`src/rtl/chip_reset_control_params.svh`:
```
/*
 * constants of the chip reset controller: register offsets,
 * field positions, reset values and counts.
 * assumes a 50 MHz ref_clk and byte addresses on the register port.
 */
// Behaviour
// reset from pin, watchdog or software
// software avoids reset request in slow mode
// driver holds pin low through supply settling
// pin low twelve clocks gives warm reset
// warm reset only with stable supply, oscillator
// warm reset restores core control registers
// debug, cause, security kept through warm reset
// pll multiplier off after any reset
// execution starts at reset vector routine
// ram contents not preserved across reset
// debug traffic refused while pin held
// probe sets breakpoints then resets by software
// five debug pins default to debug function
// software careful reassigning debug pins early
// watchdog stops while core halted
// synchronise pin, merge sources, record cause
`ifndef CHIP_RESET_CONTROL_PARAMS_SVH
`define CHIP_RESET_CONTROL_PARAMS_SVH

`define ADDR_CONTROL    8'h00
`define ADDR_CAUSE      8'h04
`define ADDR_SECURITY   8'h08
`define ADDR_STATUS     8'h0c

`define CTRL_PLL_BIT    0
`define CTRL_PINS_LSB   4
`define CTRL_PINS_MSB   8
`define PINS_RESET      5'h1f

`define CAUSE_PIN_BIT   0
`define CAUSE_WDT_BIT   1
`define CAUSE_SW_BIT    2
`define CAUSE_COLD_BIT  3
`define CAUSE_RESET     4'h8

// pin must read low for this many clocks
`define PIN_MIN_CYCLES  12
`define PIN_COUNT_LAST  4'hb
// internal sources stretch the reset this long
`define HOLD_COUNT_LAST 4'hb

`endif

```
`src/rtl/chip_reset_control_pkg.sv`:
```
/*
 * types of the chip reset controller.
 * assumes the params header for all numeric constants.
 */
package chip_reset_control_pkg;

    // gray along run -> hold -> release; release -> run changes both bits
    typedef enum logic [1:0] {
        RUN     = 2'b00,
        HOLD    = 2'b01,
        RELEASE = 2'b11
    } reset_state_t;

endpackage

```
`src/rtl/chip_reset_control.sv`:
```
/*
 * chip reset controller: merges pin, watchdog and software reset
 * into one core reset, keeps cold-only registers, sets pll and
 * debug pin defaults, gates debug traffic and watchdog run.
 * assumes rstn is the power-on (cold) reset, synchronous to ref_clk,
 * and that watchdog and software requests come from ref_clk logic.
 */
`timescale 1ns/1ps
`include "chip_reset_control_params.svh"

module chip_reset_control
(
    input  wire logic        ref_clk,       // system clock 50 MHz
    input  wire logic        rstn,          // cold reset, active low
    input  wire logic        resetPinN,     // external reset pin
    input  wire logic        watchdogReset, // watchdog reset request
    input  wire logic        swResetReq,    // core software request
    input  wire logic        slowMode,      // low-speed clock mode
    input  wire logic        debugHalt,     // core in debug halt
    input  wire logic        debugReq,      // probe wants access
    input  wire logic [7:0]  addr,          // register byte address
    input  wire logic [31:0] wdata,         // write data
    input  wire logic        wr,            // write strobe
    input  wire logic        rd,            // read strobe
    output logic      [31:0] rdata,         // read data, next cycle
    output logic             coreResetN,    // warm reset to core
    output logic             vectorFetch,   // start at reset vector
    output logic             pllEnable,     // pll multiplier on
    output logic      [4:0]  debugPinFunc,  // 1 = pin in debug use
    output logic             debugGrant,    // probe access granted
    output logic             watchdogRun    // watchdog may count
);

    ////////////////////////////////////////////////////////////////
    // pin synchroniser and low-time filter

    logic       pinS1;
    logic       pinS2;
    logic [3:0] pinCount;
    logic       pinLow;
    logic       pinLong;

    always_ff @(posedge ref_clk)
    begin
        if (!rstn)
        begin
            pinS1 <= 1'b1;
            pinS2 <= 1'b1;
        end
        else
        begin
            pinS1 <= resetPinN;
            pinS2 <= pinS1;
        end
    end

    assign pinLow = !pinS2;

    // saturates, so a pin held for long stays recognised
    always_ff @(posedge ref_clk)
    begin
        if (!rstn || !pinLow)
            pinCount <= 4'h0;
        else if (pinCount != `PIN_COUNT_LAST)
            pinCount <= pinCount + 4'h1;
    end

    // twelfth low clock seen: accept the pulse
    assign pinLong = pinLow && (pinCount == `PIN_COUNT_LAST);

    ////////////////////////////////////////////////////////////////
    // source merge and sequencing

    chip_reset_control_pkg::reset_state_t state;
    chip_reset_control_pkg::reset_state_t next_state;

    logic [3:0] holdCount;
    logic       trigger;
    logic       holdDone;

    // any source starts a warm reset
    // software requests are obeyed in slow mode too
    assign trigger  = pinLong || watchdogReset || swResetReq;
    assign holdDone = (holdCount == `HOLD_COUNT_LAST) && !pinLow;

    always_comb
    begin
        next_state = state;
        case (state)
            chip_reset_control_pkg::RUN:
                if (trigger)
                    next_state = chip_reset_control_pkg::HOLD;
            chip_reset_control_pkg::HOLD:
                if (holdDone)
                    next_state = chip_reset_control_pkg::RELEASE;
            // a request in the release cycle is not lost
            chip_reset_control_pkg::RELEASE:
                if (trigger)
                    next_state = chip_reset_control_pkg::HOLD;
                else
                    next_state = chip_reset_control_pkg::RUN;
            default:
                next_state = chip_reset_control_pkg::HOLD;
        endcase
    end

    // cold reset enters hold, so it also ends through release
    always_ff @(posedge ref_clk)
    begin
        if (!rstn)
            state <= chip_reset_control_pkg::HOLD;
        else
            state <= next_state;
    end

    // hold stays while the pin is still low
    always_ff @(posedge ref_clk)
    begin
        if (!rstn || state != chip_reset_control_pkg::HOLD)
            holdCount <= 4'h0;
        else if (holdCount != `HOLD_COUNT_LAST)
            holdCount <= holdCount + 4'h1;
    end

    always_ff @(posedge ref_clk)
    begin
        if (!rstn)
        begin
            coreResetN  <= 1'b0;
            vectorFetch <= 1'b0;
        end
        else
        begin
            coreResetN  <= (next_state != chip_reset_control_pkg::HOLD);
            // one pulse as the core leaves reset
            vectorFetch <= (next_state == chip_reset_control_pkg::RELEASE);
        end
    end

    ////////////////////////////////////////////////////////////////
    // register decode

    logic       warmActive;
    logic       wrControl;
    logic       wrCause;
    logic       wrSecurity;
    logic [3:0] causeFlags;
    logic       flashSecure;
    logic [3:0] causeSet;
    logic [31:0] readMux;

    // ram is not cleared or held here; software must reload it
    //
    assign warmActive = (state == chip_reset_control_pkg::HOLD);
    assign wrControl  = wr && (addr == `ADDR_CONTROL) && !warmActive;
    assign wrCause    = wr && (addr == `ADDR_CAUSE);
    assign wrSecurity = wr && (addr == `ADDR_SECURITY);

    assign causeSet = {1'b0,
                       swResetReq,
                       watchdogReset,
                       pinLong} & {4{state != chip_reset_control_pkg::HOLD}};

    ////////////////////////////////////////////////////////////////
    // warm-reset registers: pll select and debug pin function

    // both return to defaults on every reset
    always_ff @(posedge ref_clk)
    begin
        if (!rstn || warmActive)
        begin
            pllEnable    <= 1'b0;
            debugPinFunc <= `PINS_RESET;
        end
        else if (wrControl)
        begin
            pllEnable    <= wdata[`CTRL_PLL_BIT];
            // early reassignment may lock the probe out
            debugPinFunc <= wdata[`CTRL_PINS_MSB:`CTRL_PINS_LSB];
        end
    end

    ////////////////////////////////////////////////////////////////
    // cold-only registers: reset cause and flash security

    // write one to clear; a new cause in that cycle still sets
    always_ff @(posedge ref_clk)
    begin
        if (!rstn)
            causeFlags <= `CAUSE_RESET;
        else
            causeFlags <= (causeFlags & ~({4{wrCause}} & wdata[3:0]))
                          | causeSet;
    end

    // untouched by warm reset
    always_ff @(posedge ref_clk)
    begin
        if (!rstn)
            flashSecure <= 1'b0;
        else if (wrSecurity)
            flashSecure <= wdata[0];
    end

    ////////////////////////////////////////////////////////////////
    // debug gating and watchdog run

    always_ff @(posedge ref_clk)
    begin
        if (!rstn)
        begin
            debugGrant  <= 1'b0;
            watchdogRun <= 1'b0;
        end
        else
        begin
            // no probe traffic while the pin is held
            // a probe stops at the vector via a software reset
            //
            debugGrant  <= debugReq && !pinLow;
            // halt freezes only the watchdog
            watchdogRun <= !debugHalt;
        end
    end

    ////////////////////////////////////////////////////////////////
    // read port

    always_comb
    begin
        readMux = 32'h0;
        case (addr)
            `ADDR_CONTROL:
            begin
                readMux[`CTRL_PLL_BIT] = pllEnable;
                readMux[`CTRL_PINS_MSB:`CTRL_PINS_LSB] = debugPinFunc;
            end
            `ADDR_CAUSE:
                readMux[3:0] = causeFlags;
            `ADDR_SECURITY:
                readMux[0] = flashSecure;
            `ADDR_STATUS:
                readMux[3:0] = {debugHalt, slowMode, !debugGrant, pinLow};
            default:
                readMux = 32'h0;
        endcase
    end

    always_ff @(posedge ref_clk)
    begin
        if (!rstn || !rd)
            rdata <= 32'h0;
        else
            rdata <= readMux;
    end

    // core reset length in cycles; saturates, only the minimum matters
    logic [3:0] lowRun;

    always_ff @(posedge ref_clk)
    begin
        if (!rstn || coreResetN)
            lowRun <= 4'h0;
        else if (lowRun != 4'hf)
            lowRun <= lowRun + 4'h1;
    end
endmodule // chip_reset_control

```
`config.mk`:
```
export PLATFORM = sky130hd
export DESIGN_NAME = chip_reset_control
export DESIGN_NICKNAME = d
export VERILOG_FILES = /design/src/rtl/chip_reset_control_pkg.sv /design/src/rtl/chip_reset_control.sv
export VERILOG_INCLUDE_DIRS = /design/src /design/src/rtl
export SDC_FILE = /design/constraint.sdc
export NUM_CORES = 1
export LEC_CHECK = 0
export ABC_AREA = 1
export BUFFER_PORTS_ARGS = -buffer_cell sky130_fd_sc_hd__buf_4
export CAP_MARGIN = 20
export CORE_MARGIN = 4
export CORE_UTILIZATION = 40
export CTS_CLUSTER_SIZE = 16
export DETAILED_ROUTE_END_ITERATION = 10
export GPL_TIMING_DRIVEN = 0
export HOLD_SLACK_MARGIN = 0.02
export PLACE_DENSITY = 0.76
export SLEW_MARGIN = 25
export SYNTH_ARGS = -nofsm -noshare
export SYNTH_HDL_FRONTEND = slang
export SYNTH_SLANG_ARGS = --single-unit
```
`constraint.sdc`:
```
create_clock -name ref_clk -period 1.15 [get_ports ref_clk]
set_input_delay 0 -clock ref_clk [delete_from_list [all_inputs] [get_ports ref_clk]]
set_output_delay 0 -clock ref_clk [all_outputs]
set_load 0.01 [all_outputs]
```
==> results of run 1 <==
logic make-up (layout without fill, tap and decap cells):
group                      count (synthesis)  in the layout  share of synthesized area (%)
DFF                                       36             36                           43.1
AOI/OAI and AO/OA                         23             23                           7.18
buffers and inverters                     52            127                           17.4
xor gates and xnor gates                   1              1                          0.524
and+or+nand+nor                           97             97                           30.1
other                                      1             23                          0.224
adders and majority gates                  2              2                           1.50
power groups by stage:
stage | combinational, mW | clock, mW | sequential (mW)
final | 0.331 | 0.928 | 1.28
after global routing | 0.365 | 1.00 | 1.28
after CTS | 0.321 | 0.948 | 1.28
after detailed placement | 0.272 | 0 | 1.31
after global placement | 0.267 | 0 | 1.30
after floorplan | 0.171 | 0 | 1.30
cell type report:
| type | instances | area share [%] |
|---|---|---|
| inverters | 27 | 4.02 |
| clock buffers | 7 | 3.43 |
| flip-flops and latches | 36 | 28.9 |
| well taps | 50 | 2.48 |
| clock inverters | 1 | 0.298 |
| repair buffers | 67 | 21.7 |
| plain buffers | 25 | 7.50 |
| multi-input cells | 146 | 31.7 |
critical path, delay by kind of cell, from the launching register on:
kind          cells  cell delay (ns)
fa+ha+maj         1             0.16
flops             1             0.34
simple gates      5             0.50
final timing paths:
check / end / slack, ns / depth (start not counted) / from
hold reg to reg: pinS2 / 0.43 / 1 / pinS1
setup reg to reg: state[0] / 0.04 / 6 / pinCount[0]
setup / recovery: state[0] / 0.04 / 6 / pinCount[0]
hold / removal: pllEnable / 0.08 / 3 / wr
routing by layer:
metal / vias to the layer above / global-route usage, % / wire length (um) / share of wire [%]
met3: 11 / 4.13 / 243 / 6.3
met4: 0 / 6.97 / 108 / 2.8
met5: - / 0 / 0 / 0
li1: 806 / - / - / -
met1: 681 / 15.0 / 1420 / 37
met2: 45 / 28.0 / 2100 / 54
layout by cell type, fill, tap and decap left out, drive strengths merged:
master | synthesis | final
conb | 1 | 23
xnor2 | 1 | 1
dfxtp | 36 | 36
buf | 25 | 75
dlygate4sd3 | 0 | 17
o21ai | 6 | 6
nand3 | 19 | 19
clkbuf | 0 | 7
a211oi | 1 | 1
inv | 27 | 27
ha | 2 | 2
clkinvlp | 0 | 1
or2 | 6 | 6
nand4 | 2 | 2
o21a | 1 | 1
a21oi | 15 | 15
nor3 | 2 | 2
nand2 | 39 | 39
nor2 | 29 | 29
state kept, by name, indices dropped and copies added (netlist names):
register,count
debugPinFunc,5
state,2
watchdogRun,1
rdata,9
vectorFetch,1
flashSecure,1
pllEnable,1
holdCount,4
debugGrant,1
coreResetN,1
pinS1,1
causeFlags,4
pinCount,4
pinS2,1
timing repair:
| action | 4_1_cts | 5_1_grt |
|---|---|---|
| endpoints found under the setup margin | 11 | 12 |
| buffers inserted | 2 | 4 |
| hold buffers | 17 | 0 |
| pin swaps | 7 | 6 |
| gates resized for setup | 13 | 6 |
| endpoints found under the hold margin | 17 | 0 |
stage by stage:
step / setup slack [ns] / hold slack, ns / util [%] / cell area (um^2)
6_report: 0.0397 / 0.0808 / 62.5 / 2520
3_3_place_gp: -0.0843 / 0.176 / 53.4 / 2150
5_1_grt: -0.0259 / 0.0857 / 62.5 / 2520
2_1_floorplan: 0.000968 / 0.0687 / - / 1760
4_1_cts: -0.00486 / 0.0674 / 61.2 / 2460
3_5_place_dp: -0.106 / 0.174 / 53.4 / 2150
==> results.json, run 1 <==
{
  "status": "finished clean",
  "cts_buffer_depth": 2,
  "pwr-share-clk_pct": 36.5,
  "netlist.area_leader.share_pct": 43.1,
  "critPathLaunchType": "register",
  "drv_slew": 0,
  "dieArea_um2": 5280,
  "syn_area_um2": 1670,
  "finalHoldViolCount": 0,
  "fin_skew_ns": 0.00682,
  "cts_root_buf": "clkbuf_8",
  "yosys.area.top_type": "dfxtp_1",
  "synth_common_cells": "36 x dfxtp_1, 34 x nand2_1, 24 x inv_1",
  "syn_avg_cell_area_um2": 7.89,
  "grt_pass1_wl_um": 6050,
  "clkTransAtPathRegs_ns": 0.07,
  "fin_crit_sh_pct": 96.5,
  "cts_sinks": 36,
  "power_frac_comb_pct": 13.0,
  "crit_type": "reg2reg",
  "gp_congestion": 0.753,
  "antenna_found_initial": 0,
  "ys_types": 26,
  "track_usage_pct": 14.9,
  "dieHeight_um": 72.7,
  "fill_cells": 361,
  "async_flop_share_pct": 0,
  "htree_levels": 2,
  "overflow": 0,
  "ys_ff_latch": 36,
  "vias": 1543,
  "rsz0062_at_grt": "yes",
  "slowest_stage": "dfxtp_2",
  "place_inst": 328,
  "ios": 92,
  "area_growth_pct": 50.6,
  "instances_no_fill": 359,
  "internal_power_mw": 1.94,
  "p_total_mw": 2.54,
  "arrival_ns": 1.29,
  "min_period_ns": 1.11,
  "drv_cap": 0,
  "end_kind": "register",
  "regArea_um2": 728,
  "port_buffers": 44,
  "synthFlopType": "dfxtp_1",
  "max_stage_delay_ns": 0.34,
  "seq_power_share_pct": 50.4,
  "synth_cells": 212,
  "drive_gt1_share_pct": 38.5,
  "crit_chain": "ha_4, nand2_4, nor2_4, nand2_2, nand4_1, or2_4",
  "synth_edf_count": 0,
  "p_leak_nw": 1.22,
  "diodes": 0,
  "start_util_pct": 41.5,
  "clk_latency_ns": 0.29,
  "synth-seq-area-share_pct": 43.1,
  "multiInputGateArea_um2": 798,
  "power.net_switching_mw": 0.602,
  "timing.fmax_mhz": 901,
  "numCtsBuffers": 5,
  "ys_warn_count": 0,
  "setup_tns_ns": 0,
  "powerDensity_nw_per_um2": 1010,
  "viasPerCell": 4.30,
  "final_nets": 360,
  "cp_data_required_time_ns": 1.33,
  "finalSetupViolCount": 0,
  "drtIter0Drc": 56,
  "synth.most_common_cell": "dfxtp_1",
  "swShare_pct": 23.7,
  "grt_pass1_vias": 1440,
  "post-dp-hpwl_um": 2760,
  "routedWlPerCell_um": 10.8,
  "critPathMaxFanout": 4,
  "drt-total-wl_um": 3880,
  "die_w_um": 72.7,
  "synthTopCellsByArea": "dfxtp_1 43%, buf_4 10%, nand2_1 7.6%",
  "grt_max_degree": 12,
  "ir_drop_mv": 0.480,
  "num_rows": 23,
  "first_pass_iters": 4,
  "core_um2": 4030,
  "cts_tree": "yes",
  "hp-class": "in2reg",
  "final_antenna_net_count": 0,
  "drc_errors": 0
}
No activity file was read; power rests on OpenSTA's default activity.
==> inputs of run 2 (changes only) <==
--- a/config.mk
+++ b/config.mk
@@ -16,7 +16,8 @@
 export GPL_TIMING_DRIVEN = 0
 export HOLD_SLACK_MARGIN = 0.02
 export PLACE_DENSITY = 0.76
-export SLEW_MARGIN = 25
+export SETUP_SLACK_MARGIN = 0.5
+export SLEW_MARGIN = 20
 export SYNTH_ARGS = -nofsm -noshare
 export SYNTH_HDL_FRONTEND = slang
 export SYNTH_SLANG_ARGS = --single-unit
==> run 2 against run 1 <==
- worst hold slack got worse by 0.18 ns
- critical endpoint unchanged
- die area unchanged
- the flow now finishes with violations (negative hold slack)
- worst setup slack got worse by 0.039 ns
- first-iteration DRC count increased by 8.9%
- sequential share of layout area down 0.92 points
==> results.json, run 2 (same netlist as run 1, synthesis figures left out) <==
{
  "end_kind": "register",
  "setup_tns_ns": 0,
  "ios": 92,
  "dieArea_um2": 5280,
  "cts_root_buf": "clkbuf_8",
  "ir_drop_mv": 0.838,
  "dp_slack_ns": 0.0159,
  "drv_cap": 0,
  "drive_gt1_share_pct": 55.0,
  "fin_util_pct": 68.2,
  "start_util_pct": 41.5,
  "gp_congestion": 0.764,
  "p_leak_nw": 1.29,
  "cts_tree": "yes",
  "reg2regPathDepth": 6,
  "power.net_switching_mw": 0.611,
  "post-dp-hpwl_um": 2730,
  "min_to": "pinS1",
  "viasPerCell": 4.33,
  "final_nets": 362,
  "numCtsBuffers": 5,
  "r2r-end": "state[0]",
  "hold_path_startpoint": "resetPinN",
  "final_common_cell": "buf_4",
  "area_growth_pct": 64.3,
  "powerDensity_nw_per_um2": 926,
  "swShare_pct": 24.0,
  "first_pass_iters": 4,
  "holdBufCountCts": 14,
  "diodes": 0,
  "regMostFlops": "rdata",
  "antenna_found_initial": 0,
  "htree_levels": 2,
  "hp-class": "in2reg",
  "drt-total-wl_um": 4040,
  "vias": 1562,
  "overflow": 0,
  "cts_buffer_depth": 2,
  "min_period_ns": 1.15,
  "fin_crit_sh_pct": 100,
  "drc_errors": 0,
  "final_antenna_net_count": 0,
  "routedWlPerCell_um": 11.2,
  "cp_data_required_time_ns": 1.33,
  "drtIter0Drc": 61,
  "place_area_um2": 2240,
  "num_rows": 23,
  "fin_skew_ns": 0.00458,
  "finalSetupViolCount": 0,
  "seq_power_share_pct": 50.2,
  "power_frac_comb_pct": 13.4,
  "grt_max_degree": 12,
  "clkTransAtPathRegs_ns": 0.07,
  "clk_latency_ns": 0.28,
  "port_buffers": 44,
  "cts_sinks": 36,
  "drv_slew": 0,
  "internal_power_mw": 1.94,
  "finalHoldViolCount": 1,
  "failed_checks": "negative hold slack",
  "status": "finished, violations left",
  "pwr-share-clk_pct": 36.5,
  "whs_ns": -0.101,
  "rrSetupSlack_ns": 0.0005,
  "arrival_ns": 1.33,
  "critPathLaunchType": "register",
  "track_usage_pct": 15.7,
  "grt_pass1_wl_um": 6480,
  "dieHeight_um": 72.7,
  "timing.fmax_mhz": 870,
  "grt_pass1_vias": 1533,
  "final_cell_mix": "53 x buf_4, 29 x nand2_1, 26 x buf_6",
  "min_path_cells": 2,
  "place_inst": 328,
  "setup_ws_ns": 0.000520,
  "die_w_um": 72.7,
  "instances_no_fill": 361,
  "core_um2": 4030,
  "top_regs": "rdata (9), debugPinFunc (5)",
  "r2r_start": "pinCount[0]",
  "crit_type": "reg2reg",
  "largest_register_ffs": 9,
  "stdcell_area_um2": 2750,
  "rsz0062_at_grt": "yes",
  "critPathMaxFanout": 4
}
==> run 2: changes by cell type in the layout (fill, tap and decap cells not counted), moves of 4 or more <==
cell,change
buf_4,-20
dfxtp_2,+21
inv_1,-7
dlygate4sd3_1,-6
inv_2,+5
a21oi_1,-5
dfxtp_1,-25
buf_6,+25
a21oi_2,+5
dfxtp_4,+4
==> run 2: area by class of cell <==
type	count	area [um^2]
timing repair buffer	69	654
multi-input combinational	146	873
buffer	25	189
inverter	27	106
tap	50	62.6
fill	322	1280
sequential	36	769
clock buffer	7	86.3
clock inverter	1	7.51
==> run 2: layer usage <==
layer,up-vias,track usage (%),part of all wire (%)
li1,816,-,-
met1,698,17.9,38
met2,39,28.0,54
met3,9,4.68,6.1
met4,0,4.71,1.6
met5,-,0,0
==> run 2: power by group through the flow <==
| stage | Clock (mW) | Combinational, mW | Sequential, mW |
|---|---|---|---|
| after global routing | 1.01 | 0.373 | 1.28 |
| after floorplan | 0 | 0.179 | 1.31 |
| after CTS | 0.946 | 0.327 | 1.28 |
| after global placement | 0 | 0.277 | 1.31 |
| after detailed placement | 0 | 0.281 | 1.31 |
| final | 0.929 | 0.340 | 1.28 |
==> run 2: worst max-delay path by stage <==
stage	startpoint	endpoint	slack [ns]	depth (start not counted)
2_1_floorplan	pinCount[0]	state[0]	0.08	6
3_3_place_gp	pinCount[0]	state[0]	0.03	6
3_5_place_dp	pinCount[0]	state[0]	0.02	6
4_1_cts	pinCount[0]	state[0]	0.03	6
5_1_grt	pinCount[0]	state[0]	-0.05	6
6_report	pinCount[0]	state[0]	0.0005	6
==> run 2: repair_timing <==
item,CTS,global route
cloned,0,0
hold endpoints to repair,16,2
endpoints found under the setup margin,42,49
buffers inserted,10,1
gates resized for setup,38,35
pin swaps,5,12
==> run 2: through the flow <==
| stage | hold WS [ns] | power, mW |
|---|---|---|
| 3_5_place_dp | 0.173 | 1.59 |
| 2_1_floorplan | 0.0687 | 1.49 |
| 5_1_grt | -0.113 | 2.66 |
| 4_1_cts | -0.108 | 2.55 |
| 3_3_place_gp | 0.172 | 1.59 |
| 6_report | -0.101 | 2.55 |
==> run 2: worst max-delay path, stage by stage, from the launching register on <==
cell and delay [ns]:
dfxtp_4 0.35, ha_4 0.16, nand2_4 0.07, nor2_4 0.04, nand2_2 0.07, nand4_1 0.11, or2_4 0.25
==> inputs of run 3 (changes only) <==
--- a/config.mk
+++ b/config.mk
@@ -9,8 +9,10 @@
 export ABC_AREA = 1
 export BUFFER_PORTS_ARGS = -buffer_cell sky130_fd_sc_hd__buf_4
 export CAP_MARGIN = 20
+export CELL_PAD_IN_SITES_DETAIL_PLACEMENT = 1
+export CELL_PAD_IN_SITES_GLOBAL_PLACEMENT = 2
 export CORE_MARGIN = 4
-export CORE_UTILIZATION = 40
+export CORE_UTILIZATION = 21
 export CTS_CLUSTER_SIZE = 16
 export DETAILED_ROUTE_END_ITERATION = 10
 export GPL_TIMING_DRIVEN = 0
==> run 3 against run 2 <==
- the flow still finishes with violations (negative hold slack)
- die area rose by 79%
- non-clock buffer count grew 11
- via count increased by 5.2%
- register-to-register slack improved by 0.02 ns
- sequential power is essentially flat
- cell area rose by 9.1%
- critical path depth unchanged
- routed wire length increased by 20%
- power grew 12%
==> results.json, run 3 (same netlist as run 1, synthesis figures left out) <==
{
  "numCtsBuffers": 5,
  "final_antenna_net_count": 0,
  "gp_congestion": 0.686,
  "dieArea_um2": 9460,
  "multiInputGateArea_um2": 932,
  "cts_buffer_depth": 2,
  "num_rows": 32,
  "arrival_ns": 1.31,
  "top_regs": "rdata (9), debugPinFunc (5)",
  "r2r-end": "state[0]",
  "endpoint": "state[0]",
  "dp_slack_ns": -0.0215,
  "ios": 92,
  "fin_skew_ns": 0.00387,
  "drt-total-wl_um": 4870,
  "die_w_um": 97.3,
  "antenna_found_initial": 0,
  "htree_levels": 2,
  "status": "finished, violations left",
  "dieHeight_um": 97.3,
  "track_usage_pct": 10.4,
  "cts_root_buf": "clkbuf_8",
  "drive_gt1_share_pct": 59.9,
  "final_cell_mix": "63 x buf_4, 31 x nand2_1, 27 x buf_6",
  "critPathLaunchType": "register",
  "vias": 1644,
  "instances_no_fill": 424,
  "powerDensity_nw_per_um2": 953,
  "diodes": 0,
  "grt_pass1_vias": 1727,
  "cts_sinks": 36,
  "crit_chain": "ha_4, nand2_4, nor2_4, nand2_2, nand4_1, or2_4",
  "final_common_cell": "buf_4",
  "grt_max_degree": 12,
  "cts_tree": "yes",
  "end_kind": "register",
  "finalHoldViolCount": 1,
  "port_buffers": 44,
  "fill_cells": 926,
  "core_um2": 7730,
  "overflow": 0,
  "post-dp-hpwl_um": 3520,
  "whs_ns": -0.103,
  "min_period_ns": 1.13,
  "start_util_pct": 21.6,
  "drc_errors": 0,
  "finalSetupViolCount": 0,
  "drtIter0Drc": 48,
  "reg2regPathDepth": 6,
  "clk_latency_ns": 0.28,
  "grt_pass1_wl_um": 8180,
  "crit_type": "reg2reg",
  "viasPerCell": 3.88,
  "place_inst": 380,
  "max_stage_delay_ns": 0.36,
  "regMostFlops": "rdata",
  "final_nets": 373,
  "hp-class": "in2reg",
  "rrSetupSlack_ns": 0.02,
  "critPathMaxFanout": 3,
  "p_total_mw": 2.86,
  "clkTransAtPathRegs_ns": 0.07,
  "rsz0062_at_grt": "yes",
  "first_pass_iters": 4,
  "stdcell_area_um2": 3000,
  "drv_cap": 0,
  "area_growth_pct": 79.2,
  "p_leak_nw": 1.38,
  "largest_register_ffs": 9,
  "place_area_um2": 2310,
  "timing.fmax_mhz": 882,
  "setup_ws_ns": 0.0164,
  "ir_drop_mv": 0.418,
  "failed_checks": "negative hold slack",
  "holdBufCountCts": 14,
  "cp-startpoint": "pinCount[1]",
  "slowest_stage": "dfxtp_4",
  "regArea_um2": 768,
  "drv_slew": 0,
  "fin_crit_sh_pct": 98.6,
  "r2r_start": "pinCount[1]",
  "routedWlPerCell_um": 11.5,
  "cp_data_required_time_ns": 1.33
}
## run 3: cell types whose count changed in the layout (fill, tap and decap cells not counted), moves of 2 or more
cell	delta
o21ai_0	-2
buf_4	+10
nand2_2	-2
nand3_2	+4
a21oi_2	+2
nor2_2	+3
nand3_1	-4
inv_2	-2
o21ai_2	+2
a21oi_1	-2
nor2_4	+2
nor2_1	-5
nand2_1	+2
## run 3: metal layers
layer	routed length (um)	vias to the layer above	track usage, %
met5	0	-	0
met4	27	0	1.60
met1	2000	766	12.5
met2	2520	41	18.2
li1	-	833	-
met3	311	4	3.88
## run 3: layout make-up
type / instances / share of cell area, %
timing repair buffer: 80 / 24.7
multi-input combinational: 146 / 31.1
clock inverter: 1 / 1.00
tap: 102 / 4.26
inverter: 27 / 3.80
clock buffer: 7 / 3.21
buffer: 25 / 6.30
sequential: 36 / 25.6
## run 3: what timing repair did
action	CTS	global route
hold endpoints to repair	15	3
setup buffers	17	5
pin swaps	10	18
setup endpoints to repair	47	52
gates cloned	0	0
resized for setup	50	42
## run 3: worst min path at each step
stage | startpoint | end | cells after the start
detailed placement | debugHalt | watchdogRun | 2
finish | resetPinN | pinS1 | 2
global placement | debugHalt | watchdogRun | 2
floorplan | rstn | causeFlags[3] | 1
CTS | resetPinN | pinS1 | 2
global route | resetPinN | pinS1 | 2
## run 3: through the flow
stage                     setup TNS, ns  util [%]  hold slack (ns)
after global routing            -0.0411      38.8           -0.106
after global placement                0      29.9            0.171
final                                 0      38.8           -0.103
after detailed placement        -0.0215      29.9            0.179
after CTS                      -0.00478      36.6           -0.112
after floorplan                       0         -           0.0687
## run 3: critical path: cells and delay by family (launching register included)
family	cells	cell delay, ns
and+or+nand+nor	5	0.51
DFF	1	0.36
adders and majority gates	1	0.16
## run 3: power by group
part	leakage, nW	internal, mW	total, mW	switching (mW)
sequential	0.300	1.26	1.28	0.0183
clock	0.0645	0.765	1.22	0.454
combinational	1.01	0.203	0.363	0.161
total	1.38	2.22	2.86	0.633
